==> src/verilog/rsu_pkg.sv <==
package rsu_pkg;

  // Control and update register layout
  localparam int CTRL_W          = 39;
  localparam int CTRL_WD_LSB     = 0;   // Watchdog time-out upper bits 11:0
  localparam int CTRL_WD_W       = 12;
  localparam int CTRL_ADDR_LSB   = 12;  // Boot address upper bits 33:12
  localparam int CTRL_ADDR_W     = 22;
  localparam int CTRL_RSV1_BIT   = 34;
  localparam int CTRL_WDEN_BIT   = 35;
  localparam int CTRL_OSC_BIT    = 36;
  localparam int CTRL_EARLY_BIT  = 37;
  localparam int CTRL_RSV2_BIT   = 38;

  // Value after reset: boot address zero selects the factory image
  localparam logic [38:0] CTRL_RESET = 39'h78_0000_0000;

  // Fixed low parts appended to the stored upper bits
  localparam logic [16:0] WD_LOW_PATTERN = 17'h00008;
  localparam logic [1:0]  ADDR_LOW_ZERO  = 2'h0;

  // Status word layout
  localparam int ST_MS_HI     = 31;  // Master state 31:30 in current words
  localparam int ST_MS_LO     = 30;
  localparam int ST_WDEN_BIT  = 29;
  localparam int ST_PAD_W     = 6;   // Zero padding 29:24
  localparam int ADDR_W       = 24;
  localparam int WD_W         = 29;

  // Previous-state record layout
  localparam int REC_W        = 31;
  localparam int REC_SRC_LSB  = 26;  // One-hot source 30:26
  localparam int REC_SRC_W    = 5;
  localparam int REC_MS_LSB   = 24;  // Master state 25:24

  // Source positions inside the one-hot field, highest wins
  localparam int SRC_EXT_RESET = 4;
  localparam int SRC_CRC       = 3;
  localparam int SRC_ERR_LINE  = 2;
  localparam int SRC_WATCHDOG  = 1;
  localparam int SRC_FABRIC    = 0;

  // Master state codes
  localparam logic [1:0] MS_FACTORY     = 2'h0;
  localparam logic [1:0] MS_APPLICATION = 2'h1;

  // Capture selector codes
  localparam logic [2:0] SEL_INFO1 = 3'h0;
  localparam logic [2:0] SEL_INFO2 = 3'h1;
  localparam logic [2:0] SEL_PREV1 = 3'h2;
  localparam int         SEL_W     = 3;
  localparam logic [2:0] SEL_PREV2 = 3'h3;
  localparam logic [2:0] SEL_CTRL  = 3'h4;

  // Fabric request hold time, informative for the far side
  localparam int REQ_HOLD_NS   = 250;
  localparam int CLK_PERIOD_NS = 10;
  localparam int REQ_HOLD_CYC  = (REQ_HOLD_NS + CLK_PERIOD_NS - 1) / CLK_PERIOD_NS;

  // Reconfiguration sequencer
  typedef enum logic [1:0] {
    RS_IDLE,
    RS_STATUS,
    RS_CONTROL
  } rsu_seq_t;

endpackage : rsu_pkg

==> src/verilog/rsu_shift_if.sv <==
`timescale 1ns/1ps
interface rsu_shift_if;
  import rsu_pkg::*;
  logic              load;       // One-cycle pulse: take load_word
  logic [CTRL_W-1:0] load_word;  // Word captured on load
  logic              shift;      // One-cycle pulse: shift one bit
  logic              din;        // Serial bit entering at the top
  logic [CTRL_W-1:0] word;       // Present shift register contents
  logic              dout;       // Serial bit leaving at the bottom

  modport ctrl    (output load, output load_word, output shift, output din, input word, input dout);
  modport shifter (input load, input load_word, input shift, input din, output word, output dout);
endinterface : rsu_shift_if

==> src/verilog/rsu_shift_reg.sv <==
`timescale 1ns/1ps
module rsu_shift_reg
  import rsu_pkg::*;
#(
  parameter int WIDTH = CTRL_W
) (
  // Clock and reset
  input  wire logic ref_clk_i,
  input  wire logic nrst_i,
  // Shift control from the status block
  rsu_shift_if.shifter sh
);

  // Wider or narrower words would not hold the control layout
  if (WIDTH != CTRL_W) begin : g_width_check
    $error("rsu_shift_reg: WIDTH must equal CTRL_W");
  end

  typedef struct packed {
    logic [WIDTH-1:0] word;  // Shift register contents
  } rsu_shst_t;

  rsu_shst_t s_q;  // Registered state
  rsu_shst_t s_d;  // Next state

  // Load wins over shift so a capture never mixes old and new bits
  always_comb begin
    s_d = s_q;
    if (sh.load) begin
      s_d.word = sh.load_word;
    end else if (sh.shift) begin
      s_d.word = {sh.din, s_q.word[WIDTH-1:1]};
    end
  end

  // State register
  always_ff @(posedge ref_clk_i or negedge nrst_i) begin
    if (!nrst_i) begin
      s_q <= '0;
    end else begin
      s_q <= s_d;
    end
  end

  // Outputs straight from the register
  assign sh.word = s_q.word;
  assign sh.dout = s_q.word[0];

endmodule : rsu_shift_reg

==> src/verilog/rsu_status_reconfig.sv <==
`timescale 1ns/1ps
// How it works
// - Status records which trigger caused reconfiguration
// - Factory word: state, zero pad, boot address
// - Application word one: state, enable, time-out
// - Application word two: state, pad, boot address
// - Word choice follows factory or application state
// - Two history records: current, then previous application
// - One-hot source field in bits 30:26
// - Simultaneous sources: highest bit position wins
// - Record holds state 25:24, address 23:0
// - Early history capture shifts out invalid marker
// - Update changes only in factory; control changes on any trigger
// - Fabric writes update; sequencer writes control
// - Request rise copies update, starts reconfiguration
// - Error triggers clear control; request loads update
// - Status updated before factory loading starts
// - Control register is 39 bits, fixed layout
// - Time-out and address built from stored bits
// - Capture loads selected status into shifter
module rsu_status_reconfig
  import rsu_pkg::*;
#(
  parameter logic [31:0] INVALID_CAPTURE = 32'hDEAD_0BAD,  // Arbitrary marker value
  parameter int          SYNC_STAGES     = 2
) (
  // Clock and reset
  input  wire logic              ref_clk_i,
  input  wire logic              nrst_i,
  // Fabric shift port, all on the upgrade shift clock
  input  wire logic              upgrade_shift_clock_i,
  input  wire logic              shift_data_i,
  input  wire logic              shift_enable_i,
  input  wire logic              capture_i,
  input  wire logic              update_i,
  input  wire logic [SEL_W-1:0]  capture_select_i,
  output logic                   shift_data_o,
  // Reconfiguration triggers
  input  wire logic              fabric_reconfig_request_i,
  input  wire logic              external_config_reset_n_i,
  input  wire logic              config_error_line_n_i,
  input  wire logic              crc_error_i,
  input  wire logic              watchdog_timeout_i,
  // Reconfiguration outputs
  output logic                   reconfig_start_o,
  output logic [1:0]             master_state_o,
  output logic [ADDR_W-1:0]      boot_address_o,
  output logic                   watchdog_enable_bit_o,
  output logic [WD_W-1:0]        watchdog_timeout_o,
  output logic                   early_done_check_option_o,
  output logic                   osc_clock_option_o
);

  // Only a two-flop synchroniser is built here
  if (SYNC_STAGES != 2) begin : g_sync_check
    $error("rsu_status_reconfig: SYNC_STAGES must be 2");
  end

  typedef struct packed {
    logic [1:0]             clk_s;     // Shift clock synchroniser
    logic [1:0]             dat_s;     // Serial data synchroniser
    logic [1:0]             shen_s;    // Shift enable synchroniser
    logic [1:0]             cap_s;     // Capture synchroniser
    logic [1:0]             upd_s;     // Update synchroniser
    logic [SEL_W-1:0]       sel_s1;    // Selector, first stage
    logic [SEL_W-1:0]       sel_s2;    // Selector, second stage
    logic [1:0]             req_s;     // Fabric request synchroniser
    logic [1:0]             ncfg_s;    // External reset synchroniser
    logic [1:0]             nst_s;     // Error line synchroniser
    logic                   clk_prev;  // Last synced shift clock
    logic                   req_prev;  // Last synced request
    logic                   ncfg_prev; // Last synced external reset
    logic                   nst_prev;  // Last synced error line
    logic [CTRL_W-1:0]      control;   // Active control register
    logic [CTRL_W-1:0]      update;    // Staged update register
    logic [1:0]             ms;        // Master state
    rsu_seq_t               seq;       // Reconfiguration sequencer
    logic [REC_SRC_W-1:0]   src;       // Latched winning source
    logic [REC_W-1:0]       prev1;     // History record one
    logic [REC_W-1:0]       prev2;     // History record two
    logic                   app_seen;  // Application entered once
    logic                   start;     // Reconfiguration start pulse
  } rsu_state_t;

  rsu_state_t s_q;  // Registered state
  rsu_state_t s_d;  // Next state

  rsu_shift_if sh ();  // Link to the shift register

  // Keep only the highest pending source
  function automatic logic [REC_SRC_W-1:0] pick_source(input logic [REC_SRC_W-1:0] raw);
    logic [REC_SRC_W-1:0] hot;
    hot = '0;
    for (int i = 0; i < REC_SRC_W; i++) begin
      if (raw[i]) begin
        hot = '0;
        hot[i] = 1'b1;
      end
    end
    return hot;
  endfunction : pick_source

  // Boot address of a control image
  function automatic logic [ADDR_W-1:0] boot_of(input logic [CTRL_W-1:0] c);
    return {c[CTRL_ADDR_LSB +: CTRL_ADDR_W], ADDR_LOW_ZERO};
  endfunction : boot_of

  // Watchdog time-out of a control image
  function automatic logic [WD_W-1:0] timeout_of(input logic [CTRL_W-1:0] c);
    return {c[CTRL_WD_LSB +: CTRL_WD_W], WD_LOW_PATTERN};
  endfunction : timeout_of

  logic [REC_SRC_W-1:0] raw_src;     // Trigger events this cycle
  logic [31:0]          word_boot;   // Factory word or application word two
  logic [31:0]          word_info1;  // Application word one
  logic [31:0]          cap_word;    // Word chosen for capture
  logic                 clk_rise;    // Shift clock rising edge

  // Trigger events and current-state words
  always_comb begin
    raw_src                = '0;
    raw_src[SRC_EXT_RESET] = s_q.ncfg_prev & ~s_q.ncfg_s[1];
    raw_src[SRC_CRC]       = crc_error_i;
    raw_src[SRC_ERR_LINE]  = s_q.nst_prev & ~s_q.nst_s[1];
    raw_src[SRC_WATCHDOG]  = watchdog_timeout_i;
    raw_src[SRC_FABRIC]    = s_q.req_s[1] & ~s_q.req_prev;
    // Factory word and application word two share one layout
    word_boot  = {s_q.ms, {ST_PAD_W{1'b0}}, boot_of(s_q.control)};
    word_info1 = {s_q.ms, s_q.control[CTRL_WDEN_BIT], timeout_of(s_q.control)};
    clk_rise   = s_q.clk_s[1] & ~s_q.clk_prev;
  end

  // Capture selection; factory state always shows its single word
  always_comb begin
    cap_word = '0;
    unique case (s_q.sel_s2)
      SEL_INFO1: begin
        cap_word = (s_q.ms == MS_APPLICATION) ? word_info1 : word_boot;
      end
      SEL_INFO2: begin
        cap_word = word_boot;
      end
      SEL_PREV1: begin
        cap_word = s_q.app_seen ? {1'b0, s_q.prev1} : INVALID_CAPTURE;
      end
      SEL_PREV2: begin
        cap_word = s_q.app_seen ? {1'b0, s_q.prev2} : INVALID_CAPTURE;
      end
      default: begin
        // Unused codes read as zero; the control image is loaded separately
        cap_word = 32'h0000_0000;
      end
    endcase
  end

  // Next-state logic
  always_comb begin
    s_d = s_q;
    // Synchronisers: first stage feeds only the second
    s_d.clk_s  = {s_q.clk_s[0], upgrade_shift_clock_i};
    s_d.dat_s  = {s_q.dat_s[0], shift_data_i};
    s_d.shen_s = {s_q.shen_s[0], shift_enable_i};
    s_d.cap_s  = {s_q.cap_s[0], capture_i};
    s_d.upd_s  = {s_q.upd_s[0], update_i};
    s_d.sel_s1 = capture_select_i;
    s_d.sel_s2 = s_q.sel_s1;
    s_d.req_s  = {s_q.req_s[0], fabric_reconfig_request_i};
    s_d.ncfg_s = {s_q.ncfg_s[0], external_config_reset_n_i};
    s_d.nst_s  = {s_q.nst_s[0], config_error_line_n_i};
    s_d.clk_prev  = s_q.clk_s[1];
    s_d.req_prev  = s_q.req_s[1];
    s_d.ncfg_prev = s_q.ncfg_s[1];
    s_d.nst_prev  = s_q.nst_s[1];
    s_d.start     = 1'b0;

    // Fabric writes the update register, factory only, never mid-sequence
    if (clk_rise && s_q.upd_s[1] && (s_q.ms == MS_FACTORY) && (s_q.seq == RS_IDLE)) begin
      s_d.update = sh.word;
    end

    // Reconfiguration sequencer; triggers during a sequence are dropped
    unique case (s_q.seq)
      RS_IDLE: begin
        if (|raw_src) begin
          s_d.src = pick_source(raw_src);
          s_d.seq = RS_STATUS;
        end
      end
      RS_STATUS: begin
        // History moves before any new image is selected
        if (s_q.ms == MS_APPLICATION) begin
          s_d.prev2 = s_q.prev1;
          s_d.prev1 = {s_q.src, s_q.ms, boot_of(s_q.control)};
        end
        s_d.seq = RS_CONTROL;
      end
      RS_CONTROL: begin
        if (s_q.src[SRC_FABRIC]) begin
          s_d.control  = s_q.update;
          s_d.ms       = MS_APPLICATION;
          s_d.app_seen = 1'b1;
        end else begin
          s_d.control = '0;
          s_d.ms      = MS_FACTORY;
        end
        s_d.start = 1'b1;
        s_d.seq   = RS_IDLE;
      end
    endcase
  end

  // Shift register drive; capture takes priority over shifting
  always_comb begin
    sh.load      = clk_rise & s_q.cap_s[1];
    sh.shift     = clk_rise & ~s_q.cap_s[1] & s_q.shen_s[1];
    sh.din       = s_q.dat_s[1];
    sh.load_word = {{(CTRL_W - 32){1'b0}}, cap_word};
    if (s_q.sel_s2 == SEL_CTRL) begin
      // Factory reads staged settings, application reads active ones
      sh.load_word = (s_q.ms == MS_FACTORY) ? s_q.update : s_q.control;
    end
  end

  // State register
  always_ff @(posedge ref_clk_i or negedge nrst_i) begin
    if (!nrst_i) begin
      s_q          <= '0;
      s_q.clk_s    <= 2'h0;
      s_q.ncfg_s   <= 2'h3;
      s_q.nst_s    <= 2'h3;
      s_q.ncfg_prev <= 1'b1;
      s_q.nst_prev <= 1'b1;
      s_q.control  <= CTRL_RESET;
      s_q.update   <= CTRL_RESET;
      s_q.ms       <= MS_FACTORY;
      s_q.seq      <= RS_IDLE;
    end else begin
      s_q <= s_d;
    end
  end

  // Serial shifter
  rsu_shift_reg #(
    .WIDTH (CTRL_W)
  ) u_shift (
    .ref_clk_i (ref_clk_i),
    .nrst_i    (nrst_i),
    .sh        (sh.shifter)
  );

  // Outputs from registers
  assign shift_data_o              = sh.dout;
  assign reconfig_start_o          = s_q.start;
  assign master_state_o            = s_q.ms;
  assign boot_address_o            = boot_of(s_q.control);
  assign watchdog_enable_bit_o     = s_q.control[CTRL_WDEN_BIT];
  assign watchdog_timeout_o        = timeout_of(s_q.control);
  assign early_done_check_option_o = s_q.control[CTRL_EARLY_BIT];
  assign osc_clock_option_o        = s_q.control[CTRL_OSC_BIT];

endmodule : rsu_status_reconfig

==> config.mk <==
export PLATFORM = sky130hd
export DESIGN_NAME = rsu_status_reconfig
export DESIGN_NICKNAME = d
export VERILOG_FILES = /design/src/verilog/rsu_pkg.sv /design/src/verilog/rsu_shift_if.sv /design/src/verilog/rsu_shift_reg.sv /design/src/verilog/rsu_status_reconfig.sv
export SDC_FILE = /design/constraint.sdc
export NUM_CORES = 1
export LEC_CHECK = 0
export BUFFER_PORTS_ARGS = -buffer_cell sky130_fd_sc_hd__buf_2
export CORE_MARGIN = 5
export CORE_UTILIZATION = 40
export CTS_CLUSTER_DIAMETER = 80
export CTS_CLUSTER_SIZE = 25
export DETAILED_ROUTE_END_ITERATION = 16
export GPL_ROUTABILITY_DRIVEN = 0
export HOLD_SLACK_MARGIN = 0.1
export PLACE_DENSITY_LB_ADDON = 0.05
export SYNTH_ARGS = -nofsm -noshare
export SYNTH_HDL_FRONTEND = slang
export SYNTH_HIERARCHICAL = 1
export SYNTH_SLANG_ARGS = --single-unit
==> constraint.sdc <==
create_clock -name ref_clk_i -period 1.9 [get_ports ref_clk_i]
set_clock_uncertainty 0.2 [all_clocks]
set_input_delay 0.19 -clock ref_clk_i [delete_from_list [all_inputs] [get_ports ref_clk_i]]
set_output_delay 0.19 -clock ref_clk_i [all_outputs]
set_load 0.01 [all_outputs]
# Yosys cells after proc, flatten, opt, wreduce, memory -nomap -nowiden
# Cells that the tools add are included.
[op_classes]
eq_ne = 8
n_mux = 18
bitwise_logic = 12
reduce_logical = 11
[op_table]
columns = ["cell", "n"]
rows = [
  ["$mux W39", 5],
  ["$pmux W32 S4", 1],
  ["$mux W32", 2],
  ["$mux W30", 1],
  ["$mux W5", 4],
  ["$and A1 B1 Y1", 7],
  ["$mux W7", 1],
  ["$eq A3 B2 Y1 const B", 2],
  ["$pmux W2 S3", 1],
  ["$reduce_and A2 Y1", 3],
  ["$not A1 Y1", 5],
  ["$reduce_or A5 Y1", 1],
  ["$logic_not A2 Y1", 2],
  ["$eq A3 B1 Y1 const B", 1],
  ["$eq A3 B3 Y1 const B", 1],
  ["$logic_and A1 B1 Y1", 3],
  ["$logic_not A3 Y1", 1],
  ["$mux W1", 3],
  ["$eq A2 B1 Y1 const B", 1],
  ["$eq A2 B2 Y1 const B", 1],
  ["$ne A2 B1 Y1 const B", 1],
  ["$reduce_bool A2 Y1", 1],
  ["$eq A1 B1 Y1 const B", 1],
]
[totals]
ff_bits = 211
in_bits = 15
out_inout_bits = 60
wordCells = 73

# Logic depth before layout (Yosys ltp)
# Gate-level depths: netlist of the first run.
[logic_depth]
word_depth = 9
mapped_depth = 8
ltp_nobuf = 6

# By module
# The synthesis of the first run kept the hierarchy.
[by_module_without_submodules]
columns = ["module", "instances", "cells_per_inst", "area_each_um2", "seq_area_each_um2"]
rows = [
  ["rsu_status_reconfig", 1, 712, 8137.8, 4271.6],
  ["rsu_shift_reg", 1, 171, 1824.2, 975.9],
]

# Least setup slack after synthesis of the first run
# OpenSTA, ideal clock, no wires.
[synth_path]
kind = "register to register"
start = "register s_q[69] (netlist bit)"
end = "register s_q[101] (netlist bit)"
setup_ps = 125
arrival_ps = 1459
t_required_ps = 1575
setup_slack_ps = 116
path_stages_with_launch = 8
n_path_buf = 3
period_less_slack_ps = 1784
path_cell_list = "dfrtp_1 > inv_1 > ha_1 > buf_2 > nand4_2 > buf_6 > buf_6 > mux2_4"
[synth_via]
elab_chain_len = 2
[synth_lines]
columns = ["item", "line", "rtl"]
rows = [
  ["start, declared", "rsu_status_reconfig.sv:85", "rsu_state_t s_q;"],
  ["$logic_not A2 Y1", "rsu_status_reconfig.sv:177", "if (clk_rise && s_q.upd_s[1] && (s_q.ms == MS_FACTORY) && (s_q.seq == RS_IDLE)) begin"],
  ["$logic_and A1 B1 Y1", "rsu_status_reconfig.sv:177", ""],
]
# Every way passes these cells.
# A chain may end at the register's enable or synchronous reset.

# Final worst setup path of the first run
[layout_path]
start = "register s_q, in the netlist master_state_o[0]"
end = "register u_shift.s_q, in the netlist u_shift/sh.word[2]"
[layout_via]
elab_chain_len = 5
word_cells_on_any_way = 7
cone_classes = "eq/ne: 1; mux: 5; reduce/logical: 1"
[layout_lines]
columns = ["item", "line", "rtl"]
rows = [
  ["$eq A1 B1 Y1", "rsu_status_reconfig.sv:138", "cap_word = (s_q.ms == MS_APPLICATION) ? word_info1 : word_boot;"],
  ["$mux W30", "rsu_status_reconfig.sv:138", ""],
  ["$pmux W32 S4", "rsu_status_reconfig.sv:136", "unique case (s_q.sel_s2)"],
  ["$mux W39 (*)", "rsu_status_reconfig.sv:218", "if (s_q.sel_s2 == SEL_CTRL) begin"],
  ["named net sh.load_word[2]", "rsu_shift_if.sv:5", "logic [CTRL_W-1:0] load_word;"],
  ["$mux W39 (*)", "rsu_shift_reg.sv:29", "if (sh.load) begin"],
  ["end signal, assigned", "rsu_shift_reg.sv:39", "s_q <= '0;"],
  ["end signal, assigned", "rsu_shift_reg.sv:41", "s_q <= s_d;"],
  ["end, declared", "rsu_shift_reg.sv:23", "rsu_shst_t s_q;"],
]
# Mark *: on every way through the listed nets, which the timed path passes. The rest lies on a longest branch.

==> results of run 1 <==
[area by class of cell]
class                      instances  area (um^2)
timing repair buffer             120         1062
inverter                          47        176.4
fill                            2341        13140
multi-input combinational        528         3837
tap                              324        405.4
sequential                       209         5250
clock buffer                      16        379.1
clock inverter                     9        141.4
[worst max-delay path: cells and delay by family (launching register included)]
family | cells | cell delay (ns)
AOI/OAI and AO/OA | 2 | 0.37
buffers and inverters | 1 | 0.25
DFF | 1 | 0.44
muxes | 1 | 0.38
and+or+nand+nor | 1 | 0.07
[per-stage QoR]
step / setup slack (ns) / utilization [%] / instances
2_1_floorplan: 0.1163 / - / 901
3_3_place_gp: 0.06243 / 43.26 / 1213
3_5_place_dp: 0.01948 / 43.26 / 1213
4_1_cts: 0.02480 / 46.02 / 1253
5_1_grt: 0.003220 / 46.13 / 1253
6_report: 0.07429 / 46.13 / 1253
[cells in the mapped netlist, drive strengths merged]
cell type / instances / area share (%)
a21boi: 1 / 0.075
a21o: 14 / 1.1
a21oi: 18 / 0.90
a221o: 12 / 1.2
a22o: 1 / 0.088
a32o: 2 / 0.20
a32oi: 1 / 0.088
and2: 1 / 0.063
and2b: 1 / 0.075
and3: 2 / 0.13
and3b: 1 / 0.088
buf: 95 / 7.1
clkbuf: 22 / 0.84
conb: 2 / 0.075
dfrtp: 195 / 49
dfstp: 14 / 3.7
ha: 4 / 0.50
inv: 47 / 1.8
mux2: 85 / 10
mux2i: 95 / 9.5
nand2: 67 / 2.5
nand2b: 5 / 0.31
nand3: 40 / 2.0
nand4: 2 / 0.19
nor2: 18 / 0.75
nor2b: 4 / 0.28
nor3: 1 / 0.10
o211ai: 1 / 0.075
o21ai: 104 / 5.2
o221ai: 9 / 0.79
o22ai: 13 / 0.82
o31ai: 1 / 0.075
o41ai: 1 / 0.088
or2: 2 / 0.13
or3: 1 / 0.063
or4: 1 / 0.075
[power by group through the flow]
stage | Clock, mW | Sequential, mW | Combinational [mW]
final | 3.51 | 5.37 | 2.66
after floorplan | 0 | 5.29 | 1.80
after CTS | 3.65 | 5.37 | 2.67
after global routing | 3.81 | 5.44 | 2.88
after global placement | 0 | 5.45 | 2.60
after detailed placement | 0 | 5.46 | 2.64
[logic make-up after synthesis]
| kind of cell | count (synthesis) |
|---|---|
| other cells | 2 |
| compound gates | 178 |
| mux | 180 |
| fa+ha+maj | 4 |
| flops | 209 |
| simple gates | 146 |
| buf+inv | 164 |
[layer usage]
metal / global-route usage, % / wire (um) / up-vias
li1: - / - / 3071
met1: 27.62 / 12580 / 3324
met2: 28.06 / 11680 / 145
met3: 2.603 / 1373 / 18
met4: 3.105 / 261 / 0
met5: 0 / 0 / -
[cells in the final DEF, fill, tap and decap left out, types with 15 or more instances in the layout]
master and instances:
buf_12 19, a21oi_1 18, buf_4 29, nand2_1 66, nand3_1 40, nor2_1 17
conb_1 20, o21ai_0 94, clkbuf_16 15, inv_1 46, buf_2 53, dfrtp_1 193
dlygate4sd3_1 15, mux2_2 73, mux2i_1 94
[flip-flops by register name, indices dropped and copies added (netlist names)]
name	flops
reconfig_start_o	1
osc_clock_option_o	1
u_shift/sh.word	39
boot_address_o	22
early_done_check_option_o	1
master_state_o	1
s_d	15
s_q	116
watchdog_enable_bit_o	1
watchdog_timeout_o	12
[timing repair]
item,in CTS,in global routing
pin swaps,0,0
endpoints found under the hold margin,212,0
resized for setup,1,7
hold buffers,15,0
setup endpoints to repair,1,16
[path summary, 6_finish.rpt]
| check | from | to | slack [ns] | cells after the start |
|---|---|---|---|---|
| min | capture_select_i[1] | s_d[162] | 0.14 | 2 |
| max in group asynchronous | nrst_i | s_q[110] | 0.23 | 4 |
| min in group asynchronous | nrst_i | watchdog_timeout_o[18] | 0.60 | 3 |
| max | master_state_o[0] | u_shift/sh.word[2] | 0.07 | 5 |
| max reg2reg | master_state_o[0] | u_shift/sh.word[2] | 0.07 | 5 |
| min reg2reg | s_d[158] | s_d[152] | 0.15 | 0 |
==> run metrics, run 1 <==
run status=finished, final reports clean; vias per std cell=5.234; part of the power in the clock network=30.4%; proportion of layout cells with a drive suffix above 1=25.94%; cell count after synthesis=883; data required time at the worst endpoint=2.07 ns; Compound-Gate Fraction of Synth Area=10.69%; synthesis-stage register bit count=209; Non-Filler Cell Area, Final=0.01125 mm^2; post-route minimum period=1.826 ns; count of clock tree sinks=209; die height=167.8 um; Least-Margin Pin Slew=0.5941 ns; remaining max-slew budget at the tightest pin=60.39%; total power=11.54 mW; total inserted antenna cells=0; area share of fa/ha/maj cells after synthesis=0.5024%; biggest fanout along the worst timing path=10; Post-Place Cell Area=0.01055 mm^2; chain of cells forming the critical path=buf_4 -> mux2_2 -> a221o_1 -> nand2_1 -> o21ai_0; initial standard-cell utilization of the core=40.84%; signed area change from the synthesized netlist to the final layout=12.95%; switching pwr=3.640 mW; type of the worst min-delay path=input port to flip-flop; max-slew violations=0; Setup Crit Path Kind=flip-flop to flip-flop; Worst-Skew Late Latency=0.49 ns; internal portion of total power=7.901 mW; maximum level of the CTS H-tree=1; DIE AREA=0.02816 mm^2; Top-Level Pins=75; # nets final=940; via total after detailed routing=6558; combinational share of power=23.0%; antenna violations before repair=1; Syn Std Cell Area=0.009962 mm^2; Leak=5.147 nW; count of endpoints failing setup in the final report=0; maximum clock path buffer count=3; mux cell area share after synthesis=19.53%; Unique masters post-synth=48; reported max-cap violation count=0; highest achievable clock rate=547.7 MHz; clock input transition at the sequential cells of the worst setup and hold paths=0.09 ns; first-pass GRT wire length=40570 um; row cnt=57; number of global-route vias before repair=6680; estimated wirelength of the detail-placed design=17990 um; maximum number of pins on one net before global-route repair=66; first drt pass iteration count=5; width of the die=167.8 um; arrival time of data at the critical path endpoint=1.99 ns; number of nets with antenna violations after detailed routing=0; sequential share of the synthesized area=52.68%; Syn. warnings=6; Remaining DRCs=0; minimum hold slack=0.1363 ns; number of buffers added on ports=54; core area=0.02439 mm^2; clock root buffer master=clkbuf_16; number of post-CTS setup repair buffers=0; GRT Residual Overflow=0; wire length reported by the detailed router=25890 um; post-synthesis simple-gate area fraction=6.782%; final number of hold-violating endpoints=0; TritonCTS clock tree=yes; final critical-path share of the clock period=96.09%; combinational family with the most area after synthesis=multiplexers; TritonCTS buffer count=15; Total Neg Setup Slack=0 ns; cell area power density=1026 mW/mm^2; delay of the slowest critical-path stage=0.44 ns; overall routing resource usage=18.15%; average routed wire per standard cell=20.66 um; cell with the biggest individual delay on the critical path=dfrtp_2; Critical Path Sink Type=flip-flop; setup repair after global routing missed its margin=false; switching part of the total=31.54%; type of origin of the critical path=flip-flop; maximum resistive drop on vdd=0.5017 mV; syn avg cell area=11.28 um^2; XOR/XNOR share of the synthesized area=0%; Reg power frac=46.5%; Iter 0 DRT Violations=357
Power figures use the tool's default switching activity.
==> inputs of run 2 (changes only) <==
- CORE_UTILIZATION: 40 -> 54
- SETUP_SLACK_MARGIN: unset -> 0.2
==> run 2 against run 1 <==
Power up 2.7%. Non-clock buffer count up 23. Global-route usage up 5.1 points. Count of clock-buffer cells in the layout down 1. Via count up 5.7%. Fmax up 0.67%. Worst hold slack better by 0.022 ns. Setup slack better by 0.012 ns. Final area up 4.7%. Sequential share of layout area down 2.1 points. Sequential cell count unchanged. Register-to-register slack about the same. Largest cell class unchanged.
==> run metrics, run 2 (synthesis gave the netlist of run 1 again) <==
run status=finished, final reports clean; wire length reported by the detailed router=26910 um (+4.0%); reported max-cap violation count=0 (unchanged); internal portion of total power=7.974 mW (+0.92%); Setup Crit Path Kind=flip-flop to flip-flop; maximum number of pins on one net before global-route repair=81 (+23%); average routed wire per standard cell=22.85 um (+11%); final number of hold-violating endpoints=0 (unchanged); combinational share of power=29.7% (+6.7 points); final worst setup slack=0.08651 ns (+0.01223 ns); antenna violations before repair=0 (-1); top library cells by usage in the layout, fill and taps aside=dfrtp_1, o21ai_0, mux2i_1, mux2_2, nand2_1; first-pass GRT wire length=39770 um (-2.0%); TritonCTS buffer count=13 (-2); delay of the slowest critical-path stage=0.50 ns (+0.06 ns); via total after detailed routing=6930 (+5.7%); commonest non-fill, non-tap cell in the layout=dfrtp_1; # nets final=962 (+2.3%); total inserted antenna cells=0 (unchanged); clock input transition at the sequential cells of the worst setup and hold paths=0.10 ns (about the same); type of the worst min-delay path=flip-flop to flip-flop; post-place setup slack=0.06578 ns (+0.04630 ns); arrival time of data at the critical path endpoint=1.96 ns (-0.03 ns); overall routing resource usage=23.28% (+5.1 points); total power=11.85 mW (+2.7%); TritonCTS clock tree=yes; Core Util, Final=65.15% (+19 points); post-route minimum period=1.813 ns (-0.01223 ns); final critical-path share of the clock period=95.45% (-0.64 points); first drt pass iteration count=5 (unchanged); maximum resistive drop on vdd=0.7865 mV (+57%); footprint of the flip-flops and latches=0.005253 mm^2 (about the same); vias per std cell=5.883 (+12%); Largest register FFs=116 (unchanged); signed area change from the synthesized netlist to the final layout=18.27%; cell area power density=1006 mW/mm^2 (-2.0%); Critical Path Sink Type=flip-flop; Total Neg Setup Slack=0 ns (unchanged); Critical path buffers and inverters=1 (unchanged); Iter 0 DRT Violations=632 (+77%); data required time at the worst endpoint=2.05 ns (-0.02 ns); switching pwr=3.874 mW (+6.4%); number of buffers added on ports=54 (unchanged); biggest fanout along the worst timing path=10 (unchanged); setup repair after global routing missed its margin=true; count of endpoints failing setup in the final report=0 (unchanged); minimum hold slack=0.1587 ns (+0.02240 ns); GRT Residual Overflow=0 (unchanged); count of clock tree sinks=209 (unchanged); die height=145.8 um (-13%); multi-input combinational cell area=0.004106 mm^2 (+7.0%); Top-Level Pins=75 (unchanged); width of the die=145.8 um (-13%); part of the power in the clock network=24.4% (-6.0 points); Filler Cell Count=1381 (-41%); clock root buffer master=clkbuf_16; Remaining DRCs=0 (unchanged); cell with the biggest individual delay on the critical path=dfrtp_2; initial standard-cell utilization of the core=55.08% (+14 points); switching part of the total=32.70% (+1.2 points); Worst-Skew Late Latency=0.47 ns (-0.02 ns); proportion of layout cells with a drive suffix above 1=31.09% (+5.1 points); family of cells with the greatest summed delay on the critical path=flip-flops; type of origin of the critical path=flip-flop; most flop-heavy register=s_q; estimated wirelength of the detail-placed design=16240 um (-9.7%); highest achievable clock rate=551.4 MHz (+0.67%); Reg power frac=45.9% (-0.6 points); number of nets with antenna violations after detailed routing=0 (unchanged); row cnt=49 (-14%); chain of cells forming the critical path=and2b_2 -> nor2_4 -> buf_12 -> a221o_1 -> nand2_1 -> o21ai_1; DIE AREA=0.02126 mm^2 (-24%); Leak=5.350 nW (+4.0%); max-slew violations=0 (unchanged); core area=0.01809 mm^2 (-26%); maximum level of the CTS H-tree=1 (unchanged); number of global-route vias before repair=6887 (+3.1%); maximum clock path buffer count=3 (unchanged)
-- run 2: final timing paths --
| kind | from | end | slack, ns | cells past startpoint |
|---|---|---|---|---|
| max in group asynchronous | nrst_i | s_q[110] | 0.36 | 4 |
| setup / recovery | s_q[161] | u_shift/sh.word[11] | 0.09 | 6 |
| hold / removal | s_d[170] | s_q[170] | 0.16 | 0 |
| min in group asynchronous | nrst_i | boot_address_o[21] | 0.51 | 3 |
| setup reg to reg | s_q[161] | u_shift/sh.word[11] | 0.09 | 6 |
| hold reg to reg | s_d[170] | s_q[170] | 0.16 | 0 |
-- run 2: metal layers --
| metal | routed length [um] | vias to the layer above | track usage (%) |
|---|---|---|---|
| met5 | 0 | - | 0 |
| met4 | 546 | 0 | 5.176 |
| met1 | 12100 | 3495 | 35.10 |
| li1 | - | 3121 | - |
| met3 | 1810 | 39 | 3.239 |
| met2 | 12460 | 275 | 36.10 |
-- run 2: cell type report --
type                    count  share of cell area (%)
flip-flops and latches    209                   44.58
well taps                 229                   2.432
inverters                  47                   1.519
multi-input cells         529                   34.85
repair buffers            143                   13.27
clock inverters             6                  0.4354
clock buffers              15                   2.910
-- run 2: timing repair --
action                                 CTS  global route
hold buffers                            15             0
setup buffers                           16             9
setup endpoints to repair               76           132
endpoints found under the hold margin  214             0
pin swaps                                8            23
gates resized for setup                 32            61
gates cloned                             4             9
-- run 2: power by group through the flow --
stage | clock network (mW) | logic [mW] | registers (mW)
CTS | 2.95 | 2.99 | 5.39
detailed placement | 0 | 2.54 | 5.47
finish | 2.89 | 3.52 | 5.43
global route | 3.10 | 3.74 | 5.49
global placement | 0 | 2.48 | 5.45
floorplan | 0 | 1.84 | 5.29
-- run 2: worst register-to-register path: stages (launching register included) --
cell     delay, ns
dfrtp_2       0.50
and2b_2       0.33
nor2_4        0.05
buf_12        0.14
a221o_1       0.32
nand2_1       0.08
o21ai_1       0.07
-- run 2: metrics by stage --
step | instances | cell area (um^2)
floorplan | 901 | 10050
global placement | 1104 | 10310
detailed placement | 1104 | 10310
CTS | 1160 | 11260
global route | 1178 | 11780
finish | 1178 | 11780
